### src/verilog/smc_defs.svh
// strap/mode configuration block: offsets, field positions, reset values and timing counts
`ifndef SMC_DEFS_SVH
`define SMC_DEFS_SVH
// ----------------------------------------
// register offsets (byte addresses)
// ----------------------------------------
`define SMC_STATUS_OFF 12'h000
`define SMC_CTRL_OFF 12'h004
`define SMC_GAIN_OFF 12'h008
`define SMC_VOL_OFF 12'h00c
// ----------------------------------------
// field positions
// ----------------------------------------
`define SMC_ST_ADDR_LSB 0
`define SMC_ST_SLOT_LSB 8
`define SMC_ST_RATE_LSB 16
`define SMC_ST_TWO_BIT 20
`define SMC_ST_MONO_BIT 21
`define SMC_ST_TDM_BIT 22
`define SMC_ST_SA_BIT 23
`define SMC_ST_DONE_BIT 31
`define SMC_CTRL_SPD_BIT 0
`define SMC_CTRL_MONO_BIT 4
`define SMC_GAIN_DB_LSB 8
`define SMC_VOL_CUR_LSB 8
`define SMC_VOL_RAMP_BIT 16
// ----------------------------------------
// reset and default values
// ----------------------------------------
`define SMC_GAIN_SW_RST 2'h2
`define SMC_GAIN_SA 2'h3
`define SMC_SPD_SW_RST 1'h1
`define SMC_ADDR_TOP 1'h1
`define SMC_VOL_RST 8'h40
`define SMC_VOL_MAX 8'hfa
`define SMC_DB_13 5'h0d
`define SMC_DB_16 5'h10
`define SMC_DB_19 5'h13
`define SMC_DB_21 5'h15
// ----------------------------------------
// timing
// ----------------------------------------
`define SMC_CLK_MHZ 250
`define SMC_SETTLE_NS 1000
`define SMC_SETTLE_CYC ((`SMC_SETTLE_NS * `SMC_CLK_MHZ + 999) / 1000)
`define SMC_RAMP_NS 400
`define SMC_RAMP_CYC ((`SMC_RAMP_NS * `SMC_CLK_MHZ) / 1000)
`endif

### src/verilog/smc_pkg.sv
// types shared by the strap/mode configuration block
package smc_pkg;
   typedef enum logic [2:0] {LV_GND, LV_PDN, LV_OPEN, LV_PUP, LV_SUP} smc_lvl_t;
   typedef enum logic [2:0] {RATE_8_12, RATE_16_24, RATE_32_48, RATE_64_96, RATE_128_192} smc_rate_t;
   typedef enum logic [2:0] {ST_SETTLE, ST_SYNC, ST_HI, ST_LO, ST_DONE} smc_state_t;
   typedef struct packed {
      logic standalone;
      smc_rate_t rate;
      logic mono;
      logic [3:0] slot_idx;
      logic force_pair;
      logic [4:0] dev_addr;
      logic tdm_fmt;
   } smc_cfg_t;
endpackage : smc_pkg

### src/verilog/smc_top.sv
// strap decode, standalone mode detection, mono routing, gain and volume with APB access
//
// The register addresses and the APB slave port were left to the implementer.
`timescale 1ns/10ps
`include "smc_defs.svh"
module smc_top import smc_pkg::*; (
   // clock and reset
   input wire logic pclk,
   input wire logic presetn,
   // apb slave
   input wire logic [11:0] paddr,
   input wire logic psel,
   input wire logic penable,
   input wire logic pwrite,
   input wire logic [31:0] pwdata,
   output logic [31:0] prdata,
   output logic pready,
   output logic pslverr,
   // straps and pins
   input wire logic [3:0] strap_pin_a,
   input wire logic [3:0] strap_pin_b,
   input wire logic sda_pin,
   input wire logic scl_pin,
   input wire logic frame_sync,
   // configuration out
   output logic cfg_done,
   output logic standalone_mode,
   output logic [4:0] dev_addr,
   output logic [4:0] slot_first,
   output logic two_slots,
   output logic [2:0] rate_sel,
   output logic tdm_format,
   output logic mono_mode,
   output logic [1:0] analog_gain_sel,
   output logic [4:0] gain_db,
   output logic soft_powerdown,
   output logic left_mod_en,
   output logic right_mod_en,
   output logic right_stage_from_left,
   output logic [7:0] vol_code,
   output logic vol_ramping
);
   // ----------------------------------------
   // decode functions
   // ----------------------------------------
   function automatic smc_lvl_t lvl_of(input logic [3:0] t);
      logic [2:0] n;
      n = {2'h0, t[0]} + {2'h0, t[1]} + {2'h0, t[2]} + {2'h0, t[3]};
      unique case (n)
         3'h0: lvl_of = LV_GND;
         3'h1: lvl_of = LV_PDN;
         3'h2: lvl_of = LV_OPEN;
         3'h3: lvl_of = LV_PUP;
         default: lvl_of = LV_SUP;
      endcase
   endfunction : lvl_of

   // order 0, 1, pull-down, pull-up
   function automatic logic [1:0] code_of(input smc_lvl_t l);
      unique case (l)
         LV_SUP: code_of = 2'h1;
         LV_PDN: code_of = 2'h2;
         LV_PUP: code_of = 2'h3;
         default: code_of = 2'h0;
      endcase
   endfunction : code_of

   function automatic logic [4:0] db_of(input logic [1:0] g);
      unique case (g)
         2'h0: db_of = `SMC_DB_13;
         2'h1: db_of = `SMC_DB_16;
         2'h2: db_of = `SMC_DB_19;
         default: db_of = `SMC_DB_21;
      endcase
   endfunction : db_of

   // ----------------------------------------
   // pin synchronisers
   // ----------------------------------------
   localparam int NPIN = 11;
   logic [NPIN-1:0] s1_q, s2_q, s3_q, filt_q, filt_d;
   logic fs_prev_q;
   genvar gi;
   generate
      for (gi = 0; gi < NPIN; gi++) begin : g_filt
         assign filt_d[gi] = (s2_q[gi] == s3_q[gi]) ? s2_q[gi] : filt_q[gi];
      end
   endgenerate
   always_ff @(posedge pclk or negedge presetn) begin
      if (!presetn) begin
         s1_q <= '0;
         s2_q <= '0;
         s3_q <= '0;
         filt_q <= '0;
         fs_prev_q <= 1'b0;
      end else begin
         s1_q <= {frame_sync, scl_pin, sda_pin, strap_pin_b, strap_pin_a};
         s2_q <= s1_q;
         s3_q <= s2_q;
         filt_q <= filt_d;
         fs_prev_q <= filt_q[10];
      end
   end
   smc_lvl_t lvl_a, lvl_b;
   logic [1:0] code_a, code_b;
   logic sda_f, scl_f, fs_f, fs_rise;
   always_comb begin
      lvl_a = lvl_of(filt_q[3:0]);
      lvl_b = lvl_of(filt_q[7:4]);
      code_a = code_of(lvl_a);
      code_b = code_of(lvl_b);
      sda_f = filt_q[8];
      scl_f = filt_q[9];
      fs_f = filt_q[10];
      fs_rise = fs_f & ~fs_prev_q;
   end

   // ----------------------------------------
   // strap decode and format detection
   // ----------------------------------------
   smc_state_t state_q, state_d;
   smc_cfg_t cfg_q, cfg_d, strap_cfg;
   logic [15:0] cnt_q, cnt_d, hi_q, hi_d, lo_q, lo_d;
   logic tdm_calc;
   always_comb begin
      strap_cfg = '0;
      strap_cfg.rate = RATE_32_48;
      strap_cfg.standalone = (lvl_a == LV_OPEN) || (lvl_b == LV_OPEN);
      if (!strap_cfg.standalone) begin
         strap_cfg.slot_idx = {code_a[1], code_b[1], code_a[0], code_b[0]};
         strap_cfg.dev_addr = {`SMC_ADDR_TOP, strap_cfg.slot_idx};
      end else if (lvl_a == LV_OPEN && lvl_b == LV_OPEN) begin
         strap_cfg.force_pair = 1'b1;
         if (!sda_f) begin
            strap_cfg.rate = RATE_8_12;
            strap_cfg.mono = scl_f;
         end else begin
            strap_cfg.rate = scl_f ? RATE_128_192 : RATE_16_24;
         end
      end else begin
         strap_cfg.rate = sda_f ? RATE_64_96 : RATE_32_48;
         strap_cfg.mono = scl_f;
         strap_cfg.slot_idx = (lvl_b == LV_OPEN) ? {2'h0, code_a} : {2'h1, code_b};
      end
   end
   assign tdm_calc = {hi_q, 2'h0} < ({2'h0, hi_q} + {2'h0, lo_q});
   always_comb begin
      state_d = state_q;
      cfg_d = cfg_q;
      cnt_d = cnt_q;
      hi_d = hi_q;
      lo_d = lo_q;
      unique case (state_q)
         ST_SETTLE: begin
            cnt_d = cnt_q + 16'h1;
            if (cnt_q == 16'(`SMC_SETTLE_CYC - 1)) begin
               cfg_d = strap_cfg;
               state_d = strap_cfg.standalone ? ST_SYNC : ST_DONE;
            end
         end
         ST_SYNC: begin
            if (fs_rise) begin
               hi_d = 16'h1;
               lo_d = 16'h0;
               state_d = ST_HI;
            end
         end
         ST_HI: begin
            if (fs_f) begin
               hi_d = (&hi_q) ? hi_q : hi_q + 16'h1;
            end else begin
               lo_d = 16'h1;
               state_d = ST_LO;
            end
         end
         ST_LO: begin
            if (fs_rise) begin
               cfg_d.tdm_fmt = tdm_calc;
               state_d = ST_DONE;
            end else begin
               lo_d = (&lo_q) ? lo_q : lo_q + 16'h1;
            end
         end
         ST_DONE: state_d = ST_DONE;
      endcase
   end
   always_ff @(posedge pclk or negedge presetn) begin
      if (!presetn) begin
         state_q <= ST_SETTLE;
         cfg_q <= '0;
         cnt_q <= '0;
         hi_q <= '0;
         lo_q <= '0;
      end else begin
         state_q <= state_d;
         cfg_q <= cfg_d;
         cnt_q <= cnt_d;
         hi_q <= hi_d;
         lo_q <= lo_d;
      end
   end
   wire done_w = (state_q == ST_DONE);
   wire done_rise = done_w && !cfg_done;

   // ----------------------------------------
   // registers, apb slave, outputs
   // ----------------------------------------
   logic mono_q, mono_d, spd_q, spd_d, rdy_q, rdy_d, err_q, err_d, ramping_q, ramping_d;
   logic [1:0] gain_q, gain_d;
   logic [7:0] vtgt_q, vtgt_d, vcur_q, vcur_d, rcnt_q, rcnt_d;
   logic [31:0] rd_q, rd_d, status_w;
   logic [4:0] slot_d;
   logic setup, wr_ok, mapped, sw_wr;
   always_comb begin
      status_w = '0;
      status_w[`SMC_ST_ADDR_LSB +: 5] = cfg_q.dev_addr;
      status_w[`SMC_ST_SLOT_LSB +: 5] = slot_first;
      status_w[`SMC_ST_RATE_LSB +: 3] = cfg_q.rate;
      status_w[`SMC_ST_TWO_BIT] = two_slots;
      status_w[`SMC_ST_MONO_BIT] = mono_q;
      status_w[`SMC_ST_TDM_BIT] = cfg_q.tdm_fmt;
      status_w[`SMC_ST_SA_BIT] = cfg_q.standalone;
      status_w[`SMC_ST_DONE_BIT] = done_w;
      setup = psel && !penable;
      mapped = paddr == `SMC_STATUS_OFF || paddr == `SMC_CTRL_OFF || paddr == `SMC_GAIN_OFF || paddr == `SMC_VOL_OFF;
      wr_ok = psel && penable && rdy_q && pwrite && mapped;
      sw_wr = wr_ok && done_w && !cfg_q.standalone;
      rdy_d = setup;
      err_d = setup && !mapped;
      rd_d = rd_q;
      if (setup) begin
         rd_d = '0;
         if (!pwrite && paddr == `SMC_STATUS_OFF) rd_d = status_w;
         if (!pwrite && paddr == `SMC_CTRL_OFF) begin
            rd_d[`SMC_CTRL_SPD_BIT] = spd_q;
            rd_d[`SMC_CTRL_MONO_BIT] = mono_q;
         end
         if (!pwrite && paddr == `SMC_GAIN_OFF) rd_d = {19'h0, db_of(gain_q), 6'h0, gain_q};
         if (!pwrite && paddr == `SMC_VOL_OFF) rd_d = {15'h0, ramping_q, vcur_q, vtgt_q};
      end
      mono_d = mono_q;
      spd_d = spd_q;
      gain_d = gain_q;
      vtgt_d = vtgt_q;
      if (done_rise) begin
         mono_d = cfg_q.standalone ? cfg_q.mono : 1'b0;
         spd_d = cfg_q.standalone ? 1'b0 : `SMC_SPD_SW_RST;
         gain_d = cfg_q.standalone ? `SMC_GAIN_SA : `SMC_GAIN_SW_RST;
      end
      if (sw_wr && paddr == `SMC_CTRL_OFF) begin
         spd_d = pwdata[`SMC_CTRL_SPD_BIT];
         mono_d = pwdata[`SMC_CTRL_MONO_BIT];
      end
      if (sw_wr && paddr == `SMC_GAIN_OFF) gain_d = pwdata[1:0];
      if (wr_ok && paddr == `SMC_VOL_OFF) begin
         vtgt_d = (pwdata[7:0] > `SMC_VOL_MAX) ? `SMC_VOL_MAX : pwdata[7:0];
      end
      // one 0.375 dB step per ramp period
      vcur_d = vcur_q;
      rcnt_d = (vcur_q == vtgt_q || rcnt_q == 8'(`SMC_RAMP_CYC - 1)) ? 8'h0 : rcnt_q + 8'h1;
      if (rcnt_q == 8'(`SMC_RAMP_CYC - 1)) begin
         if (vcur_q < vtgt_q) vcur_d = vcur_q + 8'h1;
         if (vcur_q > vtgt_q) vcur_d = vcur_q - 8'h1;
      end
      ramping_d = vcur_d != vtgt_d;
      slot_d = (mono_q && !cfg_q.force_pair) ? {1'b0, cfg_q.slot_idx} + 5'h1 : {cfg_q.slot_idx, 1'b1};
   end
   always_ff @(posedge pclk or negedge presetn) begin
      if (!presetn) begin
         mono_q <= 1'b0;
         spd_q <= `SMC_SPD_SW_RST;
         gain_q <= `SMC_GAIN_SW_RST;
         gain_db <= `SMC_DB_19;
         vtgt_q <= `SMC_VOL_RST;
         vcur_q <= `SMC_VOL_RST;
         rcnt_q <= '0;
         ramping_q <= 1'b0;
         rdy_q <= 1'b0;
         err_q <= 1'b0;
         rd_q <= '0;
         cfg_done <= 1'b0;
         slot_first <= 5'h1;
         two_slots <= 1'b1;
         left_mod_en <= 1'b0;
         right_mod_en <= 1'b0;
         right_stage_from_left <= 1'b0;
      end else begin
         mono_q <= mono_d;
         spd_q <= spd_d;
         gain_q <= gain_d;
         gain_db <= db_of(gain_d);
         vtgt_q <= vtgt_d;
         vcur_q <= vcur_d;
         rcnt_q <= rcnt_d;
         ramping_q <= ramping_d;
         rdy_q <= rdy_d;
         err_q <= err_d;
         rd_q <= rd_d;
         cfg_done <= done_w;
         slot_first <= slot_d;
         two_slots <= !mono_q || cfg_q.force_pair;
         left_mod_en <= done_w && !spd_q;
         right_mod_en <= done_w && !spd_q && !mono_q;
         right_stage_from_left <= mono_q;
      end
   end
   assign prdata = rd_q;
   assign pready = rdy_q;
   assign pslverr = err_q;
   assign standalone_mode = cfg_q.standalone;
   assign dev_addr = cfg_q.dev_addr;
   assign rate_sel = cfg_q.rate;
   assign tdm_format = cfg_q.tdm_fmt;
   assign mono_mode = mono_q;
   assign analog_gain_sel = gain_q;
   assign soft_powerdown = spd_q;
   assign vol_code = vcur_q;
   assign vol_ramping = ramping_q;
endmodule : smc_top

### config.mk
export PLATFORM = sky130hd
export DESIGN_NAME = smc_top
export DESIGN_NICKNAME = d
export VERILOG_FILES = /design/src/verilog/smc_pkg.sv /design/src/verilog/smc_top.sv
export VERILOG_INCLUDE_DIRS = /design/src /design/src/verilog
export SDC_FILE = /design/constraint.sdc
export NUM_CORES = 1
export LEC_CHECK = 0
export BUFFER_PORTS_ARGS = -buffer_cell sky130_fd_sc_hd__buf_4
export CAP_MARGIN = 25
export CORE_UTILIZATION = 50
export CTS_BUF_LIST = sky130_fd_sc_hd__clkbuf_8
export DETAILED_ROUTE_END_ITERATION = 8
export PLACE_DENSITY = 0.8
export RECOVER_POWER = 100
export SLEW_MARGIN = 20
export SYNTH_ARGS = -nofsm -noshare
export SYNTH_HDL_FRONTEND = slang
export SYNTH_SLANG_ARGS = --single-unit
### constraint.sdc
create_clock -name pclk -period 4.5 [get_ports pclk]
set_input_delay 0.9 -clock pclk [delete_from_list [all_inputs] [get_ports pclk]]
set_output_delay 0.9 -clock pclk [all_outputs]
set_load 0.02 [all_outputs]
==> reports/metrics.csv <==
stage;metric;value;unit
timing;worst_pin_slew;2.11;ns
clocking;cts_resized;0;
logic_synthesis;synth-simple-area-share;18.1;%
detailed_routing;routed_wirelength;20100;um
floorplan;core_area;18100;sq um
logic_synthesis;synth_largest_area_cell;dfrtp_1;
placement;numPortBuffers;99;
final_layout;fin_nets;1140;
clocking;cts_sinks;181;
global_routing;grt_max_degree;87;
timing;min_period_over_period;81.5;%
critical_path;path_cells;ha_1 -> a21oi_1 -> o21ai_0 -> inv_1 -> a211o_1 -> a21oi_1 -> xor3_1 -> nor3b_1 -> nand4_1;
global_routing;grt_pass1_vias;6753;
floorplan;chipWidth;139;um
logic_synthesis;synth_compound_area_share;11.5;%
timing;setup_violations;0;
logic_synthesis;synth-xor-area-share;6.48;%
power;power.leakage;4.75;nW
critical_path;criticalPathCategory;flip-flop to flip-flop;
critical_path;worstPathRequired;4.84;ns
global_routing;antenna_found_initial;0;
logic_synthesis;yosys_warnings;0;
clocking;insertion_delay;0.49;ns
final_layout;layout_common_cells;dfrtp_1 (172), nand2_1 (108), nor2_1 (84);
placement;gp_congestion;0.920;
floorplan;initial_utilization;51.4;%
timing;hold_viol;0;
logic_synthesis;synth_top_area_share;46.1;%
placement;dpl.cell_count;1227;
logic_synthesis;async_flop_share;100;%
critical_path;critPathLaunchType;flip-flop;
timing;max_freq;273;MHz
final_layout;antenna_cells;0;
logic_synthesis;syn-instance-count;928;
clocking;postCtsSetupBuffers;0;
logic_synthesis;ys_types;71;
critical_path;crit_fanout;12;
logic_synthesis;yosys_most_used_dff;dfrtp_1;
detailed_routing;ant_nets;0;
final_layout;drive_gt1_share;8.83;%
detailed_routing;drc_errors;11;
clocking;cts_buffers;17;
logic_synthesis;seq_area_frac_synth;48.7;%
placement;dp_hpwl;14600;um
placement;dp_slack;0.965;ns
floorplan;fp.dieArea;19200;sq um
clocking;cts_tree;built;
power;finalPower;0.00335;W
timing;fin_tns_setup;0;ns
logic_synthesis;synth_edf_count;0;
final_layout;final_common_cell;dfrtp_1;
floorplan;pin_count;132;
critical_path;cp_top_family;compound AO/OA/AOI/OAI gates;
timing;relSlewSlack;-40.7;%
status;violations;design-rule violations, max-capacitance violations, max-slew violations;
critical_path;worstSetupEndpointType;flip-flop;
timing;rsz0062_at_grt;false;
critical_path;path_buf_inv;1;
timing;skew;0.0191;ns
logic_synthesis;netlist_area;9330;sq um
final_layout;syn_to_final_growth;11.3;%
detailed_routing;vias;7039;
detailed_routing;wl_per_cell;15.9;um
critical_path;crit_top_cell;a21oi_1;
critical_path;critPathArrivalTime;4.01;ns
final_layout;instances_no_fill;1260;
logic_synthesis;synthMuxAreaShare;1.64;%
status;status;finished with violations;
flow_run;drv_cap;1;
logic_synthesis;synthAdderAreaFrac;9.73;%
global_routing;grt_usage;21.7;%
logic_synthesis;synth.avg_cell_area;10.1;sq um
clocking;ctsHoldBuffers;0;
timing;slew_viol_final;87;
critical_path;crit_slowest_cell;o21ai_0;
logic_synthesis;synth-seq-cells;181;
power;p_per_area;323;nW/um^2
detailed_routing;drt_pass1_iterations;7;
global_routing;overflow;0;
final_layout;final_area;10400;sq um
clocking;cts_root_buf;clkbuf_8;
clocking;clk_pin_slew;0.11;ns
power;ir_worst_vdd;299;uV
timing;setup_ws;0.831;ns
clocking;cts_max_level;4;
floorplan;dieHeight;139;um
clocking;clock_path_buffers;2;
logic_synthesis;synth_top_family_by_area;simple AND/OR/NAND/NOR gates;
floorplan;std_cell_rows;49;
global_routing;grt_pass1_wl;33400;um
placement;placedInstanceArea;10200;sq um
logic_synthesis;yosys-top-cells-area;dfrtp_1 (46%), ha_1 (7.9%), nand2_1 (4.3%);
min_path;hp-class;flip-flop to flip-flop;
timing;period_needed;3.67;ns
detailed_routing;drt_iter0_drc;430;
detailed_routing;vias_per_cell;5.59;
critical_path;cpPeakStageDelay;0.84;ns
## cells in the mapped netlist (5+ instances only)
master / number
a211oi_1: 7
maj3_1: 11
nand2_1: 108
nor3_1: 13
dfrtp_1: 172
a31oi_1: 8
xnor2_1: 32
and2_1: 5
buf_4: 16
xor2_1: 29
mux2i_1: 7
o31ai_1: 13
and4_1: 5
a21oi_1: 48
nand3_1: 44
nor2b_1: 7
a21o_1: 10
and3_1: 7
a22oi_1: 5
nand2b_1: 9
clkbuf_1: 25
or3_1: 11
ha_1: 59
nor2_1: 84
o21ai_0: 49
inv_1: 36
or2_2: 7
dfstp_2: 9
nand4_1: 22
## power by group
group	switching, W	internal, W
Clock	0.000707	0.000440
Sequential	0.0000750	0.00169
Combinational	0.000268	0.000167
## per-layer routing
layer,share of wire (%),vias up,GRT usage (%)
met4,1.6,0,7.72
met1,44,3409,28.1
met2,49,189,36.4
li1,-,3408,-
met3,5.4,33,4.49
met5,0,-,0
## per-stage QoR
stage                     hold slack [ns]  utilization (%)
after floorplan                     0.331                -
after global placement              0.332             56.3
after detailed placement            0.335             56.3
after CTS                           0.361             58.7
after global routing                0.369             57.2
final                               0.359             57.2
## cells by family (layout without fill, tap and decap cells)
family	Yosys count	count (layout)
AOI/OAI and AO/OA	170	170
muxes	13	13
other	1	8
buffers and inverters	80	176
xor gates and xnor gates	64	64
adders and majority gates	73	73
DFF	181	181
and+or+nand+nor	346	346
## flip-flops by register name (all words and copies together), names as in the netlist, 11 cells and up
signal and cells:
s2_q 11, filt_q 11, cnt_q 16, s3_q 11, s1_q 11, hi_q 16, prdata 24, lo_q 16
## worst paths after layout
kind / start / end / slack [ns] / depth (start not counted)
setup / recovery: vol_code[5] / vol_ramping / 0.83 / 9
hold / removal: s1_q[7] / s2_q[7] / 0.36 / 0
setup reg to reg: vol_code[5] / vol_ramping / 0.83 / 9
hold reg to reg: s1_q[7] / s2_q[7] / 0.36 / 0
max in group asynchronous: presetn / filt_q[10] / 1.37 / 2
min in group asynchronous: presetn / vol_code[3] / 0.99 / 1
## layout make-up
type                       count  area, sq um
fill                        1617         7760
sequential                   181         4540
multi-input combinational    674         4450
timing repair buffer         107          542
tap                          229          287
clock buffer                  17          234
clock inverter                15          199
inverter                      37          139
Power figures use the tool's default switching activity.
